$ cat src/logic/eaw_pkg.sv
// Constants, types and field layout of the angle timer and waveform control block
// How it works
// - Soft start aborts and restarts any calculation
// - Busy flag readable in calc start register
// - Sync start on timer finish or angle write
// - Select bit picks angle interrupt source
// - Direction bit makes angle count up or down
// - Order bit swaps V and W phase offsets
// - Two-bit clock select, changeable while running
// - Bit selects two-phase or three-phase waveform
// - Auto transfer loads results into compare registers
// - Calculations only while enabled; results readable
// - Timer enable runs; clear stops and zeroes
// - Angle wraps after 383 back to zero
// - Each calculation lasts thirty-five machine cycles
// - Compare writes ignored while auto transfer on
package eaw_pkg;
    localparam int ADR_W = 8;

    typedef struct packed {
        logic             cyc;
        logic             stb;
        logic             we;
        logic [ADR_W-1:0] adr;
        logic [3:0]       sel;
        logic [31:0]      dat;
    } eaw_wb_req_t;

    typedef struct packed {
        logic        ack;
        logic [31:0] dat;
    } eaw_wb_rsp_t;

    typedef struct packed {
        logic [15:0] u;
        logic [15:0] v;
        logic [15:0] w;
    } eaw_cmp_t;

    // Register byte offsets
    localparam logic [ADR_W-1:0] OFS_CALC   = 8'h00;
    localparam logic [ADR_W-1:0] OFS_TMR    = 8'h04;
    localparam logic [ADR_W-1:0] OFS_ANGLE  = 8'h08;
    localparam logic [ADR_W-1:0] OFS_PERIOD = 8'h0C;
    localparam logic [ADR_W-1:0] OFS_PHASE_U_COMPARE   = 8'h10;
    localparam logic [ADR_W-1:0] OFS_CMPV   = 8'h14;
    localparam logic [ADR_W-1:0] OFS_CMPW   = 8'h18;
    localparam logic [ADR_W-1:0] OFS_STAT   = 8'h1C;
    localparam logic [ADR_W-1:0] OFS_MASK   = 8'h20;

    // calc_start_control bits
    localparam int CS_SOFT = 3;
    localparam int CS_BUSY = 2;
    localparam int CS_SYNC = 1;
    localparam int CS_ISEL = 0;
    // angle_timer_control bits
    localparam int TC_DIR   = 7;
    localparam int TC_ORDER = 6;
    localparam int TC_CK_HI = 5;
    localparam int TC_CK_LO = 4;
    localparam int TC_3PH   = 3;
    localparam int TC_XFER  = 2;
    localparam int TC_CALC  = 1;
    localparam int TC_TEN   = 0;
    // Interrupt status and mask bits
    localparam int IRQ_ANGLE = 0;
    localparam int IRQ_DONE  = 1;
    localparam int IRQ_W     = 2;

    localparam logic [7:0]  CS_RST     = 8'h00;
    localparam logic [7:0]  TC_RST     = 8'h00;
    localparam logic [15:0] PERIOD_RST = 16'h0010;

    localparam int         ANGLE_W   = 9;
    localparam logic [8:0] ANGLE_MAX = 9'h17F;
    localparam logic [8:0] PH_120    = 9'h080;
    localparam logic [8:0] PH_240    = 9'h100;
    localparam logic [9:0] ANGLE_REV = 10'h180;

    localparam int          PER_W    = 12;
    localparam logic [11:0] PER_MIN  = 12'h010;
    localparam int          CORR_LSB = 12;

    localparam int CLK_PERIOD_NS  = 50;
    localparam int MACHINE_CYCLES = 35;
    localparam int CALC_TIME_NS   = 7000;
    localparam int CALC_CLKS      = (CALC_TIME_NS + CLK_PERIOD_NS - 1) / CLK_PERIOD_NS;
    localparam logic [7:0] CALC_LAST = 8'(CALC_CLKS - 1);
endpackage

$ cat src/logic/eaw_ctrl.sv
// Electrical angle timer, waveform calculation sequencer and Wishbone register file
//
// Added by the designer: the Wishbone register port and the address map.
`timescale 1ns/1ns
module eaw_ctrl (
    // Clock and reset
    input  wire logic                 i_clk,
    input  wire logic                 i_rst_b,
    // Wishbone classic slave
    input  wire eaw_pkg::eaw_wb_req_t i_wb,
    output eaw_pkg::eaw_wb_rsp_t      o_wb,
    // PWM generator side
    output eaw_pkg::eaw_cmp_t         o_cmp,
    output logic                      o_cmp_load,
    output logic [8:0]                o_angle,
    // Interrupt
    output logic                      o_irq
);
    import eaw_pkg::*;

    logic                 ack_q;
    logic [31:0]          rd_q;
    logic [7:0]           cs_q;
    logic [7:0]           tc_q;
    logic [15:0]          per_q;
    logic [ANGLE_W-1:0]   angle_q;
    logic [ANGLE_W-1:0]   angle_d;
    logic [ANGLE_W-1:0]   snap_q;
    logic [ANGLE_W-1:0]   angle_wdat;
    logic [2:0]           pre_q;
    logic [PER_W-1:0]     per_cnt_q;
    logic [PER_W-1:0]     per_lim;
    logic [3:0]           slot_q;
    logic [7:0]           calc_cnt_q;
    logic                 busy_q;
    logic                 load_q;
    eaw_cmp_t             cmp_q;
    eaw_cmp_t             res_q;
    eaw_cmp_t             res_d;
    logic [IRQ_W-1:0]     stat_q;
    logic [IRQ_W-1:0]     mask_q;
    logic [IRQ_W-1:0]     stat_set;
    logic [IRQ_W-1:0]     stat_clr;
    logic                 first;
    logic                 wr_go;
    logic                 rd_go;
    logic                 tick;
    logic                 tmr_fin;
    logic                 soft_go;
    logic                 angle_wr;
    logic                 start_go;
    logic                 calc_done;
    logic                 calc_en;
    logic                 xfer_en;
    logic                 ten;
    logic [31:0]          rd_mux;

    function automatic logic hit(input logic [ADR_W-1:0] adr, input logic [ADR_W-1:0] ofs);
        return adr == ofs;
    endfunction

    function automatic logic [7:0] merge8(input logic [7:0] old_v, input logic [7:0] new_v,
                                          input logic en);
        return en ? new_v : old_v;
    endfunction

    // Phase offset modulo one revolution
    function automatic logic [ANGLE_W-1:0] padd(input logic [ANGLE_W-1:0] a,
                                                input logic [ANGLE_W-1:0] b);
        logic [9:0] s;
        s = {1'b0, a} + {1'b0, b};
        if (s >= ANGLE_REV) begin
            s = s - ANGLE_REV;
        end
        return s[ANGLE_W-1:0];
    endfunction

    function automatic logic [2:0] div_mask(input logic [1:0] ck);
        unique case (ck)
            2'h0: return 3'h0;
            2'h1: return 3'h1;
            2'h2: return 3'h3;
            2'h3: return 3'h7;
        endcase
    endfunction

    assign calc_en = tc_q[TC_CALC];
    assign xfer_en = tc_q[TC_XFER];
    assign ten     = tc_q[TC_TEN];

    // Bus: request seen at first edge, acted on at the ack edge
    assign first = i_wb.cyc & i_wb.stb & ~ack_q;
    assign wr_go = i_wb.cyc & i_wb.stb & i_wb.we & ack_q;
    assign rd_go = i_wb.cyc & i_wb.stb & ~i_wb.we & ack_q;

    always_ff @(posedge i_clk or negedge i_rst_b) begin
        if (!i_rst_b) begin
            ack_q <= 1'b0;
        end else begin
            ack_q <= first;
        end
    end

    always_comb begin
        rd_mux = 32'h0000_0000;
        unique case (i_wb.adr)
            OFS_CALC:   rd_mux = {24'h00_0000, 4'h0, 1'b0, busy_q, cs_q[CS_SYNC:CS_ISEL]};
            OFS_TMR:    rd_mux = {24'h00_0000, tc_q};
            OFS_ANGLE:  rd_mux = {23'h00_0000, angle_q};
            OFS_PERIOD: rd_mux = {16'h0000, per_q};
            OFS_PHASE_U_COMPARE:   rd_mux = {16'h0000, calc_en ? res_q.u : cmp_q.u};
            OFS_CMPV:   rd_mux = {16'h0000, calc_en ? res_q.v : cmp_q.v};
            OFS_CMPW:   rd_mux = {16'h0000, calc_en ? res_q.w : cmp_q.w};
            OFS_STAT:   rd_mux = {30'h0000_0000, stat_q};
            OFS_MASK:   rd_mux = {30'h0000_0000, mask_q};
            default:    rd_mux = 32'h0000_0000;
        endcase
    end

    always_ff @(posedge i_clk or negedge i_rst_b) begin
        if (!i_rst_b) begin
            rd_q <= 32'h0000_0000;
        end else if (first) begin
            rd_q <= rd_mux;
        end
    end

    assign o_wb = '{ack: ack_q, dat: rd_q};

    // Control registers; the start bit is a strobe and is never stored
    assign soft_go = wr_go & hit(i_wb.adr, OFS_CALC) & i_wb.sel[0] & i_wb.dat[CS_SOFT];

    always_ff @(posedge i_clk or negedge i_rst_b) begin
        if (!i_rst_b) begin
            cs_q   <= CS_RST;
            tc_q   <= TC_RST;
            per_q  <= PERIOD_RST;
            mask_q <= '0;
        end else if (wr_go) begin
            if (hit(i_wb.adr, OFS_CALC)) begin
                cs_q <= merge8(cs_q, {6'h00, i_wb.dat[CS_SYNC:CS_ISEL]}, i_wb.sel[0]);
            end
            if (hit(i_wb.adr, OFS_TMR)) begin
                tc_q <= merge8(tc_q, i_wb.dat[7:0], i_wb.sel[0]);
            end
            if (hit(i_wb.adr, OFS_PERIOD)) begin
                per_q[7:0]  <= merge8(per_q[7:0], i_wb.dat[7:0], i_wb.sel[0]);
                per_q[15:8] <= merge8(per_q[15:8], i_wb.dat[15:8], i_wb.sel[1]);
            end
            if (hit(i_wb.adr, OFS_MASK) && i_wb.sel[0]) begin
                mask_q <= i_wb.dat[IRQ_W-1:0];
            end
        end
    end

    // Timer clock: enable every 1, 2, 4 or 8 system clocks
    always_ff @(posedge i_clk or negedge i_rst_b) begin
        if (!i_rst_b) begin
            pre_q <= 3'h0;
        end else if (!ten) begin
            pre_q <= 3'h0;
        end else begin
            pre_q <= pre_q + 3'h1;
        end
    end

    // Mask test lets the select change mid-run without a stall
    assign tick = ten & ((pre_q & div_mask(tc_q[TC_CK_HI:TC_CK_LO])) ==
                         div_mask(tc_q[TC_CK_HI:TC_CK_LO]));

    // Period m, stretched to m+1 in the first n of every 16 steps
    assign per_lim = ((per_q[PER_W-1:0] < PER_MIN) ? PER_MIN : per_q[PER_W-1:0])
                     - 12'h001 + {11'h000, (slot_q < per_q[15:CORR_LSB])};
    assign tmr_fin = tick & (per_cnt_q == per_lim);

    always_ff @(posedge i_clk or negedge i_rst_b) begin
        if (!i_rst_b) begin
            per_cnt_q <= '0;
            slot_q    <= 4'h0;
        end else if (!ten) begin
            per_cnt_q <= '0;
            slot_q    <= 4'h0;
        end else if (tmr_fin) begin
            per_cnt_q <= '0;
            slot_q    <= slot_q + 4'h1;
        end else if (tick) begin
            per_cnt_q <= per_cnt_q + 12'h001;
        end
    end

    assign angle_wdat = {i_wb.sel[1] ? i_wb.dat[8] : angle_q[8],
                         i_wb.sel[0] ? i_wb.dat[7:0] : angle_q[7:0]};
    // Values beyond one revolution are refused
    assign angle_wr = wr_go & hit(i_wb.adr, OFS_ANGLE) & (angle_wdat <= ANGLE_MAX);

    always_comb begin
        angle_d = angle_q;
        if (!ten) begin
            angle_d = '0;
        end else if (angle_wr) begin
            angle_d = angle_wdat;
        end else if (tmr_fin) begin
            if (tc_q[TC_DIR]) begin
                angle_d = (angle_q == ANGLE_MAX) ? '0 : angle_q + 9'h001;
            end else begin
                angle_d = (angle_q == '0) ? ANGLE_MAX : angle_q - 9'h001;
            end
        end
    end

    always_ff @(posedge i_clk or negedge i_rst_b) begin
        if (!i_rst_b) begin
            angle_q <= '0;
        end else begin
            angle_q <= angle_d;
        end
    end

    assign o_angle = angle_q;

    // Calculation sequencer
    assign start_go  = calc_en & (soft_go | (cs_q[CS_SYNC] & (tmr_fin | angle_wr)));
    assign calc_done = calc_en & busy_q & (calc_cnt_q == CALC_LAST) & ~start_go;

    always_ff @(posedge i_clk or negedge i_rst_b) begin
        if (!i_rst_b) begin
            busy_q     <= 1'b0;
            calc_cnt_q <= 8'h00;
            snap_q     <= '0;
        end else if (!calc_en) begin
            busy_q     <= 1'b0;
            calc_cnt_q <= 8'h00;
        end else if (start_go) begin
            busy_q     <= 1'b1;
            calc_cnt_q <= 8'h00;
            snap_q     <= angle_d;
        end else if (calc_done) begin
            busy_q     <= 1'b0;
        end else if (busy_q) begin
            calc_cnt_q <= calc_cnt_q + 8'h01;
        end
    end

    // Table lookup is outside this block: result is the phase angle, minus the smallest of the three when TC_3PH is set
    always_comb begin
        logic [ANGLE_W-1:0] pu;
        logic [ANGLE_W-1:0] pv;
        logic [ANGLE_W-1:0] pw;
        logic [ANGLE_W-1:0] pmin;
        pu = snap_q;
        pv = padd(snap_q, tc_q[TC_ORDER] ? PH_240 : PH_120);
        pw = padd(snap_q, tc_q[TC_ORDER] ? PH_120 : PH_240);
        pmin = (pu < pv) ? pu : pv;
        pmin = (pw < pmin) ? pw : pmin;
        if (tc_q[TC_3PH]) begin
            pu = pu - pmin;
            pv = pv - pmin;
            pw = pw - pmin;
        end
        res_d = '{u: {7'h00, pu}, v: {7'h00, pv}, w: {7'h00, pw}};
    end

    always_ff @(posedge i_clk or negedge i_rst_b) begin
        if (!i_rst_b) begin
            res_q <= '0;
        end else if (calc_done) begin
            res_q <= res_d;
        end
    end

    always_ff @(posedge i_clk or negedge i_rst_b) begin
        if (!i_rst_b) begin
            cmp_q  <= '0;
            load_q <= 1'b0;
        end else if (calc_done && xfer_en) begin
            cmp_q  <= res_d;
            load_q <= 1'b1;
        end else if (wr_go && !xfer_en && i_wb.sel[1:0] == 2'h3 &&
                     (hit(i_wb.adr, OFS_PHASE_U_COMPARE) || hit(i_wb.adr, OFS_CMPV) ||
                      hit(i_wb.adr, OFS_CMPW))) begin
            if (hit(i_wb.adr, OFS_PHASE_U_COMPARE)) cmp_q.u <= i_wb.dat[15:0];
            if (hit(i_wb.adr, OFS_CMPV)) cmp_q.v <= i_wb.dat[15:0];
            if (hit(i_wb.adr, OFS_CMPW)) cmp_q.w <= i_wb.dat[15:0];
            load_q <= 1'b1;
        end else begin
            load_q <= 1'b0;
        end
    end

    assign o_cmp      = cmp_q;
    assign o_cmp_load = load_q;

    // Interrupts; only bits shown by the read are cleared, so a late event survives
    assign stat_set[IRQ_ANGLE] = cs_q[CS_ISEL] ? calc_done : tmr_fin;
    assign stat_set[IRQ_DONE]  = calc_done;
    assign stat_clr = (rd_go && hit(i_wb.adr, OFS_STAT)) ? rd_q[IRQ_W-1:0] : '0;

    always_ff @(posedge i_clk or negedge i_rst_b) begin
        if (!i_rst_b) begin
            stat_q <= '0;
        end else begin
            stat_q <= (stat_q & ~stat_clr) | stat_set;
        end
    end

    assign o_irq = |(stat_q & mask_q);
endmodule // eaw_ctrl

$ cat config.mk
export PLATFORM = sky130hd
export DESIGN_NAME = eaw_ctrl
export DESIGN_NICKNAME = d
export VERILOG_FILES = /design/src/logic/eaw_pkg.sv /design/src/logic/eaw_ctrl.sv
export SDC_FILE = /design/constraint.sdc
export NUM_CORES = 1
export LEC_CHECK = 0
export ABC_AREA = 1
export BUFFER_PORTS_ARGS = -buffer_cell sky130_fd_sc_hd__buf_2
export CAP_MARGIN = 20
export CORE_MARGIN = 4
export CORE_UTILIZATION = 52
export CTS_CLUSTER_SIZE = 14
export DETAILED_ROUTE_END_ITERATION = 8
export PLACE_DENSITY_LB_ADDON = 0.3
export SLEW_MARGIN = 15
export SYNTH_ARGS = -nofsm -noshare
export SYNTH_HDL_FRONTEND = slang
export SYNTH_SLANG_ARGS = --single-unit
$ cat constraint.sdc
create_clock -name i_clk -period 3.6 [get_ports i_clk]
set_clock_uncertainty 0.05 [all_clocks]
set_input_delay 0.54 -clock i_clk [delete_from_list [all_inputs] [get_ports i_clk]]
set_output_delay 0.54 -clock i_clk [all_outputs]
set_load 0.01 [all_outputs]
== After elaboration in Yosys (flattened, before gate mapping) ==
Index checks and enable logic that the tools add are counted.
Widths: inputs -> output; s select.

* Bits in registers: 185
* Latch bits: 0
* RAM bits: 0
* Bits in read-only memories: 0
* Bits of input ports: 49
* Output and inout port bits: 92
* Logic and storage cells: 165
* Memories kept: 0

* Add/subtract/negate cells: 15
* Multipliers: 0
* Div/mod/pow operators: 0
* $lt $le $gt $ge: 7
* Equality and inequality tests: 21
* Shift-type cells: 0
* Muxes and demuxes: 45
* Bitwise operators: 28
* Reductions and logical operators: 27

{| class="wikitable"
|+ Operators with widths
! kind !! count
|-
| $pmux 16 s9 || 1
|-
| $mux 9 || 15
|-
| $mux 16 || 6
|-
| $mux 48 || 2
|-
| $mux 12 || 4
|-
| $mux 8 || 5
|-
| $eq 8x5->1 const B || 4
|-
| $sub 9x9->9 || 3
|-
| $add 9x9->10 || 2
|-
| $ge 10x9->1 const B || 2
|-
| $and 1x1->1 || 18
|-
| $lt 9x9->1 || 2
|-
| $sub 9x9->9 const B || 2
|-
| $eq 8x4->1 const B || 2
|-
| $add 12x1->12 || 1
|-
| $add 12x1->12 const B || 1
|-
| $eq 12x12->1 || 1
|-
| $lt 12x5->1 const B || 1
|-
| $pmux 3 s4 || 1
|-
| $reduce_and 2->1 || 6
|-
| $reduce_and 3->1 || 4
|-
| $sub 12x1->12 const B || 1
|-
| $add 9x1->9 const B || 1
|-
| $eq 9x9->1 const B || 1
|-
| other kinds (33) || 57
|}

== Depth between registers and ports, before layout ==
Gate-level depths: netlist (run 1).

* Word-level depth: 15
* Depth in mapped cells: 26
* Mapped depth without buffers: 25

== Worst setup path after synthesis (run 1) ==
Ideal clock, no wire load.

* Path kind: register to register
* Start point: register tc_q[6]
* End point: register cmp_q, in the netlist o_cmp[24]
* Setup time: 0.124 ns
* Arrival time: 3.478 ns
* Data required time: 3.426 ns
* Setup slack: -0.052 ns
* Cell stages (with the launch flop): 23
* Path buffers: 0
* Clock period less this slack: 3.652 ns
* Cells stage by stage: dfrtp_1 inv_1 ha_1 inv_1 fa_1 nor2_1 or2_2 inv_1 ha_1 o21bai_1 nand2_1 o21ai_0 ha_1 nor2_1 o21bai_1 nor2_1 a21oi_1 ha_1 a21oi_1 o21ai_0 xor2_1 nand2_1 nand3_1

* Longest elaborated chain between the ends: 11
* Elaborated cells between the ends (all ways): 17
* Classes of those cells: add/sub: 5; order compare: 4; mux: 8

{| class="wikitable"
|+ Ends and longest elaborated chain
! item !! RTL line !! text
|-
| from (decl) || eaw_ctrl.sv:24 || <nowiki>logic [7:0] tc_q;</nowiki>
|-
| from (signal assigned) || eaw_ctrl.sv:144 || <nowiki>tc_q <= merge8(tc_q, i_wb.dat[7:0], i_wb.sel[0]);</nowiki>
|-
| $mux 9 || eaw_ctrl.sv:251 || <nowiki>pv = padd(snap_q, tc_q[TC_ORDER] ? PH_240 : PH_120);</nowiki>
|-
| $add 9x9->10 || eaw_ctrl.sv:71 || <nowiki>s = {1'b0, a} + {1'b0, b};</nowiki>
|-
| $sub 9x9->9 or $ge 10x9->1 (tied branches) || eaw_ctrl.sv:73, eaw_ctrl.sv:72 ||
|-
| $mux 9 || eaw_ctrl.sv:72 || <nowiki>if (s >= ANGLE_REV) begin</nowiki>
|-
| $lt 9x9->1 || eaw_ctrl.sv:253 || <nowiki>pmin = (pu < pv) ? pu : pv;</nowiki>
|-
| $mux 9 || eaw_ctrl.sv:253 ||
|-
| $lt 9x9->1 || eaw_ctrl.sv:254 || <nowiki>pmin = (pw < pmin) ? pw : pmin;</nowiki>
|-
| $mux 9 || eaw_ctrl.sv:254 ||
|-
| $sub 9x9->9 || eaw_ctrl.sv:257 || <nowiki>pv = pv - pmin;</nowiki>
|-
| $mux 9 (*) || eaw_ctrl.sv:255 || <nowiki>if (tc_q[TC_3PH]) begin</nowiki>
|-
| $mux 48 (*) || eaw_ctrl.sv:275 || <nowiki>end else if (calc_done && xfer_en) begin</nowiki>
|-
| to (signal assigned) || eaw_ctrl.sv:276 || <nowiki>cmp_q <= res_d;</nowiki>
|-
| to (decl) || eaw_ctrl.sv:37 || <nowiki>eaw_cmp_t cmp_q;</nowiki>
|}

Every way passes the cells marked *; elsewhere a longest branch is shown, timed or not.
A chain may end at the register's enable or synchronous reset.

== Worst setup path after layout (run 1) ==
* Start point: register tc_q[6]
* End point: register cmp_q, in the netlist o_cmp[8]

* Longest elaborated chain between the ends: 11
* Elaborated cells between the ends (all ways): 17
* Classes of those cells: add/sub: 5; order compare: 4; mux: 8

{| class="wikitable"
|+ Ends and longest elaborated chain
! item !! RTL line !! text
|-
| $mux 9 || eaw_ctrl.sv:251 ||
|-
| $add 9x9->10 || eaw_ctrl.sv:71 ||
|-
| $sub 9x9->9 or $ge 10x9->1 (tied branches) || eaw_ctrl.sv:73, eaw_ctrl.sv:72 ||
|-
| $mux 9 || eaw_ctrl.sv:72 ||
|-
| $lt 9x9->1 || eaw_ctrl.sv:253 ||
|-
| $mux 9 || eaw_ctrl.sv:253 ||
|-
| $lt 9x9->1 || eaw_ctrl.sv:254 ||
|-
| $mux 9 || eaw_ctrl.sv:254 ||
|-
| $sub 9x9->9 || eaw_ctrl.sv:258 || <nowiki>pw = pw - pmin;</nowiki>
|-
| $mux 9 (*) || eaw_ctrl.sv:255 ||
|-
| $mux 48 (*) || eaw_ctrl.sv:275 ||
|}

Marked as above.

==> summary.txt, run 1 <==
Logic synthesis
  – Count of different cell masters after synthesis: 47
  – Post-synth EDFFs: 0
  – Mapped Area: 0.00909 mm^2
  – Commonest cells in the synthesized netlist: nand2_1, dfrtp_1, o21ai_0
  – Ys Warns: 0
  – Share of the synthesized area in the top cell type: 0.424
  – Main combinational cell family by area after synthesis: simple AND/OR/NAND/NOR gates
  – Synth Area in Simple Gates: 0.257
  – Post-Syn Area per Cell: between 7 and 8 um^2
  – Async SR Flop Fraction: 1.00
  – Synth Area in XOR/XNOR: 0.0289
  – Complex-gate fraction of the synthesized area: 0.151
  – Synth Area in Adders: 0.0375
  – Top FF cell, synth: dfrtp_1
  – Flops & latches, synth: roughly 160
  – Yosys top cell by area: dfrtp_1
  – Mux cell area share after synthesis: 0.0136
  – Sequential share of the synthesized area: 0.427
  – Post-Synthesis Cells: around 1200
  – Area contributors post-synth: dfrtp_1, nand2_1, o21ai_0
  – Most numerous cell in the Yosys netlist: nand2_1

Power and ir drop
  – Combinational power share: 0.039
  – Flop pwr share: 0.485
  – Switching share of total power: 0.246
  – Leak: about 0.0058 uW
  – Max VDD drop: ~0.33 mV
  – Clock Power Share: 0.476
  – Switching Power: around 890 uW
  – Internal Pwr Total: about 2700 uW
  – Cell area power density: a little over 300 mW/mm^2

Global route
  – Vias in the first global route: about 9000
  – GR Util All Layers: 0.290
  – Largest net degree at the start of global routing: 67
  – First-pass GRT wire length: around 45000 um
  – Total grt overflow: 0
  – Initial antenna violation count: 0

STA
  – Tcrit/Tclk final: 1.04
  – Final setup vio count: 35
  – RSZ-0062 raised after global routing: yes
  – PnR worst setup slack: -0.157 ns
  – Slew @ Worst Pin: a little over 0.7 ns
  – Tmin final: between 3 and 4 ns
  – Slew Viols, Final: 0
  – Hold slack final: between 0.03 and 0.04 ns
  – TNS Setup: -1.41 ns
  – Fmax: ~0.27 GHz
  – Slew headroom: 0.528
  – Final hold viol count: 0

Final layout
  – FF/Latch Area: approximately 0.0039 mm^2
  – Final Util: 0.679
  – N_diodes: 0
  – Post-route cell area: roughly 0.012 mm^2
  – Nets: about 1400
  – Footprint of the multi-input gates: between 0.005 and 0.006 mm^2
  – Fillers: about 1400
  – Fraction of layout instances using a drive strength above 1: 0.276
  – Area grow syn2layout: 28.8%

Drt
  – Via Count: ~9300
  – Via density per instance: 5.77
  – Number of DRC markers in iteration 0: around 1000
  – WL per Instance: between 15 and 20 um
  – WL final: ~30000 um
  – DRC errors left: 0
  – Router iterations before antenna repair: 8
  – DRT antenna net count: 0

Clock tree
  – Total clock sinks: ~160
  – CTS buffer count: 17
  – CTS max path bufs: 2
  – H-tree depth: 4
  – Worst-Skew Late Latency: about 0.43 ns
  – CTS tree: yes
  – Clk root buf: clkbuf_16
  – Clock-pin slew on the worst setup and hold paths: ~0.07 ns
  – CTS Hold Bufs: 0

Worst hold path
  – Hold Crit Class: in -> async

Critical path
  – Crit-path leading delay family: adder cells
  – Crit-path max cell delay: slightly below 0.5 ns
  – Crit path arrival time: approximately 4 ns
  – Critical path depth: 22
  – Setup slack, reg-to-reg: -0.16 ns
  – Crit path max fanout: 3
  – Worst path buffer plus inverter count: 4
  – Setup crit start: tc_q[6]
  – Startpoint types: flip-flop
  – CP endpoint: o_cmp[8]
  – Reg-to-reg startpoint: tc_q[6]
  – Setup CP Type: reg -> reg
  – Worst Setup End Kind: flip-flop
  – RR Endpoint: o_cmp[8]
  – R2R cell count: 22
  – Slowest CP cell: fa_1
  – Data required, critical path: 3.86 ns
  – CP Cell Sequence: buf_6 > ha_4 > fa_1 > ha_2 > nand2_2 > nor3_4 > a221oi_4 > buf_4 > xor2_2 > ha_1 > nor2_2 > o21bai_2 > nor2_2 > a21oi_2 > buf_4 > ha_4 > xor2_1 > nand2_1 > o21a_1 > inv_1 > nand2_1 > nand3_1

Placed design
  – Final GP Congestion: slightly below 1
  – Half-perimeter wire length after placement: ~20000 um
  – Placed cell areas: slightly above 0.01 mm^2
  – Input/output buffers: approximately 110

Floorplan
  – Die width: ~140 um
  – Die area: 0.0197 mm^2
  – FP Rows: 48
  – I/O pin count: around 140
  – Starting Density: 0.527
  – Core area: ~0.017 mm^2
  – Die height: about 140 um

Outcome
  – Failing checks: negative setup slack
  – Outcome: complete, but fails checks

Job
  – Max-cap violations: 0
## power by group through the flow
| stage | clock [uW] | combinational [uW] | sequential (uW) |
|---|---|---|---|
| after floorplan | 0 | 64.1 | 1780 |
| after global placement | 0 | 132 | 1780 |
| after detailed placement | 0 | 134 | 1780 |
| after CTS | 1730 | 136 | 1750 |
| after global routing | 1800 | 158 | 1750 |
| final | 1720 | 142 | 1750 |
## state kept, by name, summed over array words and instances (netlist names)
signal and cells:
rd_q 16, mask_q 2, busy_q 1, slot_q 4
ack_q 1, o_cmp 48, snap_q 9, per_q 16
calc_cnt_q 8, tc_q 8, o_angle 9, per_cnt_q 12
pre_q 3, stat_q 2, res_q 13, cs_q 2
o_cmp_load 1
## metal layers
metal  share of wire  global-route usage  up-vias
met5               0                   0        -
li1                -                   -     4255
met4           0.046               0.134        0
met1            0.39               0.380     4393
met3           0.094              0.0574      114
met2            0.47               0.467      517
## cells by family after synthesis
| kind of cell | Yosys count |
|---|---|
| buf+inv | 182 |
| simple gates | 545 |
| mux | 11 |
| flops | 155 |
| other cells | 1 |
| compound gates | 243 |
| fa+ha+maj | 26 |
| xor+xnor | 30 |
## repair_timing
item | CTS | global route
setup endpoints to repair | 45 | 102
pin swaps | 13 | 63
cloned | 2 | 5
gates resized for setup | 20 | 179
setup buffers | 11 | 17
## worst min-delay path by stage
stage                      endpoint  slack (ns)  cells past startpoint
after global placement     pre_q[0]        0.40                      1
final                     o_cmp[44]        0.03                      1
after global routing      o_cmp[44]        0.07                      1
after detailed placement   res_q[2]        0.42                      2
after CTS                 o_cmp[12]        0.07                      1
after floorplan               ack_q        0.19                      0
## cell type report
cell class                      count  area share
Clock buffer                       20      0.0390
Clock inverter                     12     0.00919
Inverter                          133      0.0433
Multi-Input combinational cell    871       0.432
Sequential cell                   155       0.332
Tap cell                          225      0.0241
Timing Repair Buffer              192       0.120
Timing Repair inverter              1    0.000428
## stage by stage
stage | setup slack (ns) | std cells | power [uW]
final | -0.157 | 1609 | 3610
after CTS | -0.188 | 1590 | 3610
after global routing | -0.365 | 1609 | 3710
after global placement | -0.137 | 1546 | 1910
after detailed placement | -0.230 | 1546 | 1920
after floorplan | 0.00132 | 1208 | 1840
## placed cells by master (no fill, tap or decap), types with 20 or more instances in the layout
master | synthesis | layout
nand2_2 | 10 | 35
o21ai_1 | 5 | 26
clkbuf_16 | 0 | 20
buf_2 | 4 | 106
dfrtp_1 | 154 | 154
nand3_1 | 83 | 74
a21oi_1 | 46 | 39
inv_1 | 128 | 118
xor2_1 | 27 | 26
nor2_1 | 88 | 82
buf_4 | 17 | 62
o21ai_0 | 131 | 93
nand2_1 | 319 | 275
Power figures use the tool's default switching activity.
==> run 2, diff against run 1 <==
--- a/config.mk
+++ b/config.mk
@@ -8,8 +8,10 @@
 export ABC_AREA = 1
 export BUFFER_PORTS_ARGS = -buffer_cell sky130_fd_sc_hd__buf_2
 export CAP_MARGIN = 20
+export CELL_PAD_IN_SITES_DETAIL_PLACEMENT = 1
+export CELL_PAD_IN_SITES_GLOBAL_PLACEMENT = 2
 export CORE_MARGIN = 4
-export CORE_UTILIZATION = 52
+export CORE_UTILIZATION = 30
 export CTS_CLUSTER_SIZE = 14
 export DETAILED_ROUTE_END_ITERATION = 8
 export PLACE_DENSITY_LB_ADDON = 0.3
==> run 2 against run 1 <==
Maximum frequency up 0.93%. Final area increased by 6.3%. Sequential share of layout area decreased by 2.0 points. Largest cell class unchanged. Worst setup slack gained 0.035 ns. The run still ends with negative setup slack left. Utilization shrank 26 points. Via count is 1.3% lower.
==> summary.txt, run 2 (same netlist as run 1, synthesis figures left out) <==
Floorplan
  – FP Rows: 63
  – Die height: between 150 and 200 um
  – Core area: slightly below 0.03 mm^2
  – Starting Density: 0.305
  – I/O pin count: 141
  – Die area: roughly 0.033 mm^2
  – Die width: approximately 180 um

Critical path
  – Worst path buffer plus inverter count: 3
  – Slowest CP cell: fa_2
  – CP Cell Sequence: inv_2 > ha_4 > inv_2 > fa_2 > nand2_2 > a21oi_2 > inv_2 > ha_4 > nor2_4 > o21bai_4 > nand2_1 > o21ai_2 > ha_1 > nor2_1 > o21bai_2 > nor2_1 > a21oi_2 > ha_2 > a21oi_2 > o21ai_2 > xor2_1 > nand3_1 > nand2_1
  – Setup CP Type: reg -> reg
  – Data required, critical path: roughly 3.9 ns
  – Crit path arrival time: ~4 ns
  – Crit path max fanout: 3
  – Worst Setup End Kind: flip-flop
  – Startpoint types: flip-flop
  – Crit-path max cell delay: approximately 0.60 ns
  – Crit-path leading delay family: adder cells

Drt
  – DRT antenna net count: 0
  – WL final: 36200 um
  – Via density per instance: between 5 and 6
  – Number of DRC markers in iteration 0: slightly below 500
  – Router iterations before antenna repair: 5
  – Via Count: about 9000
  – DRC errors left: 0
  – WL per Instance: 20.1 um

Final layout
  – FF/Latch Area: approximately 0.0039 mm^2
  – Fraction of layout instances using a drive strength above 1: 0.312
  – Fillers: ~3600
  – Most frequent cells in the layout: nand2_1, dfrtp_1, inv_1, buf_2, o21ai_0
  – Most common cell after layout, fill and taps aside: nand2_1
  – Footprint of the multi-input gates: roughly 0.0053 mm^2
  – Area grow syn2layout: 36.9%
  – Post-route cell area: 0.0124 mm^2
  – Max FFs per register: 48
  – N_diodes: 0
  – Nets: around 1500

Placed design
  – DP Worst Slack: -0.372 ns
  – Final GP Congestion: 0.845
  – Input/output buffers: about 110
  – Half-perimeter wire length after placement: ~26000 um
  – Placed cell areas: roughly 0.011 mm^2

STA
  – PnR worst setup slack: -0.122 ns
  – Hold slack final: around 0.061 ns
  – Tcrit/Tclk final: 1.03
  – RSZ-0062 raised after global routing: yes
  – Slew headroom: 0.509
  – Fmax: 0.269 GHz
  – Final hold viol count: 0
  – TNS Setup: -1.14 ns
  – Final setup vio count: 23
  – Slew Viols, Final: 0
  – Tmin final: 3.72 ns
  – Slew @ Worst Pin: between 0.7 and 0.8 ns

Clock tree
  – CTS tree: yes
  – H-tree depth: 4
  – CTS max path bufs: 2
  – Worst-Skew Late Latency: around 0.44 ns
  – Clock-pin slew on the worst setup and hold paths: ~0.080 ns
  – Clk root buf: clkbuf_16
  – CTS buffer count: 17
  – Total clock sinks: 155
  – CTS Hold Bufs: 0

Power and ir drop
  – Max VDD drop: around 0.26 mV
  – Leak: around 0.0060 uW
  – Tot Pwr: about 3800 uW
  – Cell area power density: around 300 mW/mm^2

Global route
  – Total grt overflow: 0
  – First-pass GRT wire length: approximately 56000 um
  – GR Util All Layers: 0.214
  – Largest net degree at the start of global routing: 71
  – Vias in the first global route: 9477
  – Initial antenna violation count: 1

Job
  – Max-cap violations: 0

Outcome
  – Failing checks: negative setup slack
  – Outcome: complete, but fails checks

Worst hold path
  – Hold Crit Class: in -> async
-- run 2: cell types whose count changed in the layout (fill, tap and decap cells not counted), moves of 5 or more --
cell / previous run / this run
o21ai_0: 93 / 83
clkinv_8: 0 / 6
o21ai_1: 26 / 33
nand2_4: 19 / 25
a21oi_1: 39 / 34
nor2_1: 82 / 74
nand2_2: 35 / 29
nand3_2: 11 / 23
buf_6: 9 / 33
nand3_1: 74 / 61
nor2_2: 7 / 13
-- run 2: worst paths after layout --
check,from,endpoint,slack [ns],cells after the start
worst min register to register,pre_q[0],pre_q[0],0.42,1
max in group asynchronous,i_rst_b,per_q[4],2.60,2
worst max register to register,tc_q[6],res_q[24],-0.12,23
worst min-delay path,i_rst_b,o_cmp[12],0.06,1
min in group i_clk,i_wb[12],per_q[12],0.31,2
worst max-delay path,tc_q[6],res_q[24],-0.12,23
-- run 2: through the flow --
step | cells | utilization
final | 1799 | 0.418
after global routing | 1799 | 0.418
after CTS | 1780 | 0.390
after detailed placement | 1735 | 0.355
after global placement | 1735 | 0.355
after floorplan | 1208 | -
-- run 2: area by class of cell --
type,instances,area share
multi-input combinational,871,0.423
sequential,155,0.312
timing repair buffer,217,0.135
inverter,133,0.0412
tap,390,0.0392
clock buffer,18,0.0353
clock inverter,14,0.0140
timing repair inverter,1,0.000603
-- run 2: power breakdown --
part	switching, uW	total, uW	internal, uW
clock network	905	1860	958
registers	2.22	1740	1740
logic	119	162	42.7
-- run 2: routing by layer --
layer	up-vias	global-route usage	share of wire
li1	4299	-	-
met1	4571	0.285	0.44
met2	229	0.362	0.50
met3	58	0.0294	0.042
met4	0	0.0666	0.024
met5	-	0	0
-- run 2: timing repair --
action / 4_1_cts / 5_1_grt
setup buffers: 12 / 19
gates resized for setup: 82 / 208
cloned: 2 / 3
pin swaps: 19 / 62
endpoints found under the setup margin: 80 / 106
==> run 3, diff against run 2 <==
--- a/config.mk
+++ b/config.mk
@@ -5,16 +5,17 @@
 export SDC_FILE = /design/constraint.sdc
 export NUM_CORES = 1
 export LEC_CHECK = 0
-export ABC_AREA = 1
+export ABC_AREA = 0
 export BUFFER_PORTS_ARGS = -buffer_cell sky130_fd_sc_hd__buf_2
 export CAP_MARGIN = 20
 export CELL_PAD_IN_SITES_DETAIL_PLACEMENT = 1
 export CELL_PAD_IN_SITES_GLOBAL_PLACEMENT = 2
 export CORE_MARGIN = 4
-export CORE_UTILIZATION = 30
+export CORE_UTILIZATION = 32
 export CTS_CLUSTER_SIZE = 14
 export DETAILED_ROUTE_END_ITERATION = 8
 export PLACE_DENSITY_LB_ADDON = 0.3
+export SETUP_SLACK_MARGIN = 0.3
 export SLEW_MARGIN = 15
 export SYNTH_ARGS = -nofsm -noshare
 export SYNTH_HDL_FRONTEND = slang
==> run 3 against run 2 <==
The run still ends with negative setup slack left. Maximum frequency fell by 9.1%. Critical path depth fell by 9. Sequential cell count did not move. Wire length fell by 6.5%. Via count fell by 10%. Sequential power barely moved. Critical path type unchanged. Synthesized cell count fell by 20%. Area after synthesis rose by 0.44%.
==> summary.txt, run 3 <==
STA
  – Slew headroom: 0.468
  – TNS Setup: -34.48 ns
  – Slew Viols, Final: 0
  – Slew @ Worst Pin: between 0.7 and 0.8 ns
  – Final hold viol count: 0
  – Tcrit/Tclk final: 1.14
  – RSZ-0062 raised after global routing: yes
  – Fmax: about 0.24 GHz
  – Tmin final: a little over 4 ns
  – Final setup vio count: roughly 110
  – PnR worst setup slack: -0.497 ns

Power and ir drop
  – Internal Pwr Total: 2710 uW
  – Clock Power Share: 0.495
  – Leak: about 0.0052 uW
  – Cell area power density: 319 mW/mm^2
  – Combinational power share: 0.034
  – Switching share of total power: 0.270
  – Switching Power: 999 uW
  – Max VDD drop: roughly 0.24 mV
  – Flop pwr share: 0.471

Floorplan
  – FP Rows: 61
  – Die area: ~0.031 mm^2
  – Die width: approximately 180 um
  – Core area: about 0.028 mm^2
  – Starting Density: 0.327
  – Die height: 177 um
  – I/O pin count: approximately 140

Critical path
  – Crit path arrival time: 4.36 ns
  – R2R cell count: 14
  – Slowest CP cell: or4_4
  – Worst path buffer plus inverter count: 1
  – Crit-path leading delay family: simple AND/OR/NAND/NOR gates
  – Critical path depth: 14
  – Setup slack, reg-to-reg: -0.50 ns
  – Crit path max fanout: 6
  – RR Endpoint: snap_q[7]
  – Most frequent CP cell: ha_4
  – Data required, critical path: between 3 and 4 ns
  – Crit-path max cell delay: 0.53 ns
  – CP Cell Sequence: or4_4 > or3_4 > nand2_4 > ha_4 > ha_4 > or4b_4 > buf_6 > o21ba_4 > o21ai_2 > a22oi_2 > nand4_4 > o21a_1 > o311a_1 > mux2_4
  – Startpoint types: flip-flop
  – Reg-to-reg startpoint: per_q[5]
  – Setup CP Type: reg -> reg
  – Worst Setup End Kind: flip-flop

Outcome
  – Outcome: complete, but fails checks
  – Failing checks: negative setup slack

Clock tree
  – Worst-Skew Late Latency: between 0.4 and 0.5 ns
  – Clock-pin slew on the worst setup and hold paths: around 0.080 ns
  – CTS buffer count: 17
  – Clk root buf: clkbuf_16
  – Total clock sinks: ~160
  – CTS Hold Bufs: 0
  – CTS max path bufs: 2
  – H-tree depth: 4
  – CTS tree: yes

Logic synthesis
  – Synth Area in Adders: 0.0373
  – Commonest cells in the synthesized netlist: dfrtp_1, mux2i_1, nand2_1
  – Ys Warns: 0
  – Count of different cell masters after synthesis: 72
  – Mapped Area: about 0.0091 mm^2
  – Mux cell area share after synthesis: 0.139
  – Async SR Flop Fraction: 1.00
  – Area contributors post-synth: dfrtp_1, mux2i_1, mux2_2
  – Synth Area in XOR/XNOR: 0.0317
  – Sequential share of the synthesized area: 0.425
  – Flops & latches, synth: roughly 160
  – Post-synth EDFFs: 0
  – Main combinational cell family by area after synthesis: simple AND/OR/NAND/NOR gates
  – Post-Synthesis Cells: roughly 950
  – Top FF cell, synth: dfrtp_1
  – Share of the synthesized area in the top cell type: 0.422
  – Complex-gate fraction of the synthesized area: 0.153
  – Yosys top cell by area: dfrtp_1
  – Post-Syn Area per Cell: about 9.6 um^2
  – Synth Area in Simple Gates: 0.164
  – Most numerous cell in the Yosys netlist: dfrtp_1

Drt
  – WL final: approximately 34000 um
  – DRC errors left: 0
  – Via density per instance: between 5 and 6
  – Via Count: slightly above 8000
  – Router iterations before antenna repair: 7
  – WL per Instance: between 20 and 25 um
  – DRT antenna net count: 0
  – Number of DRC markers in iteration 0: between 600 and 700

Placed design
  – Half-perimeter wire length after placement: 24400 um
  – Final GP Congestion: around 0.81
  – Input/output buffers: 106
  – Placed cell areas: ~0.011 mm^2
  – DP Worst Slack: -0.544 ns

Global route
  – Total grt overflow: 0
  – Vias in the first global route: roughly 8500
  – GR Util All Layers: 0.215
  – Largest net degree at the start of global routing: a little under 80
  – Initial antenna violation count: 0
  – First-pass GRT wire length: ~52000 um

Final layout
  – N_diodes: 0
  – Most frequent cells in the layout: dfrtp_1, buf_2, mux2i_1, nand2_1, buf_4
  – Most common cell after layout, fill and taps aside: dfrtp_1
  – Post-route cell area: between 0.01 and 0.015 mm^2
  – Area grow syn2layout: 27.3%
  – Nets: between 1000 and 1500
  – Fraction of layout instances using a drive strength above 1: 0.299
  – Fillers: roughly 3200
  – Max FFs per register: 48

Worst hold path
  – Hold Crit Class: in -> async

Job
  – Max-cap violations: 0
run 3: cells by family after synthesis:
group | after synthesis
multiplexers | 122
adder cells (fa/ha/maj) | 26
buffers and inverters | 99
other | 1
XOR/XNOR | 33
AO/OA/AOI/OAI | 214
flip-flops | 155
AND/OR/NAND/NOR | 302
run 3: worst max path at each step:
| stage | startpoint | slack (ns) | end |
|---|---|---|---|
| floorplan | per_q[8] | -0.58 | snap_q[7] |
| global placement | per_q[8] | -0.54 | snap_q[8] |
| detailed placement | per_q[8] | -0.54 | snap_q[7] |
| CTS | per_q[5] | -0.42 | snap_q[7] |
| global route | per_q[5] | -0.60 | snap_q[7] |
| finish | per_q[5] | -0.50 | snap_q[7] |
run 3: power by group through the flow:
stage	Combinational, uW	Clock [uW]	Sequential [uW]
6_report	127	1840	1740
5_1_grt	141	1950	1740
4_1_cts	128	1870	1740
3_5_place_dp	126	0	1780
3_3_place_gp	126	0	1780
2_1_floorplan	43.5	0	1780
run 3: worst register-to-register path, delay by kind of cell (launching register included):
kind	cells	cell delay [ns]
and+or+nand+nor	5	1.73
AOI/OAI and AO/OA	5	1.14
DFF	1	0.38
muxes	1	0.29
adders and majority gates	2	0.26
buffers and inverters	1	0.15
run 3: repair_timing:
item / in CTS / in global routing
pin swaps: 21 / 12
setup buffers: 11 / 4
gates resized for setup: 41 / 25
gates cloned: 2 / 1
setup endpoints to repair: 107 / 107
run 3: layout make-up:
cell class              instances  area (um^2)  area share
multi-input cells             714         5260       0.453
flip-flops and latches        155         3880       0.334
repair buffers                196         1290       0.111
well taps                     378          473      0.0407
clock buffers                  17          425      0.0366
clock inverters                15          169      0.0145
inverters                      30          113     0.00969
run 3: stage by stage:
| stage | power (uW) | std cells | hold WS (ns) | utilization |
|---|---|---|---|---|
| floorplan | 1820 | 967 | 0.194 | - |
| global placement | 1900 | 1455 | 0.415 | 0.379 |
| detailed placement | 1900 | 1455 | 0.417 | 0.379 |
| CTS | 3750 | 1500 | 0.100 | 0.409 |
| global route | 3830 | 1505 | 0.126 | 0.416 |
| finish | 3710 | 1505 | 0.0790 | 0.416 |
run 3: layer usage:
metal / GRT usage / routed length, um / share of wire
met5: 0 / 0 / 0
met3: 0.0256 / 1200 / 0.036
met1: 0.298 / 15900 / 0.47
met4: 0.0551 / 606 / 0.018
met2: 0.358 / 16200 / 0.48
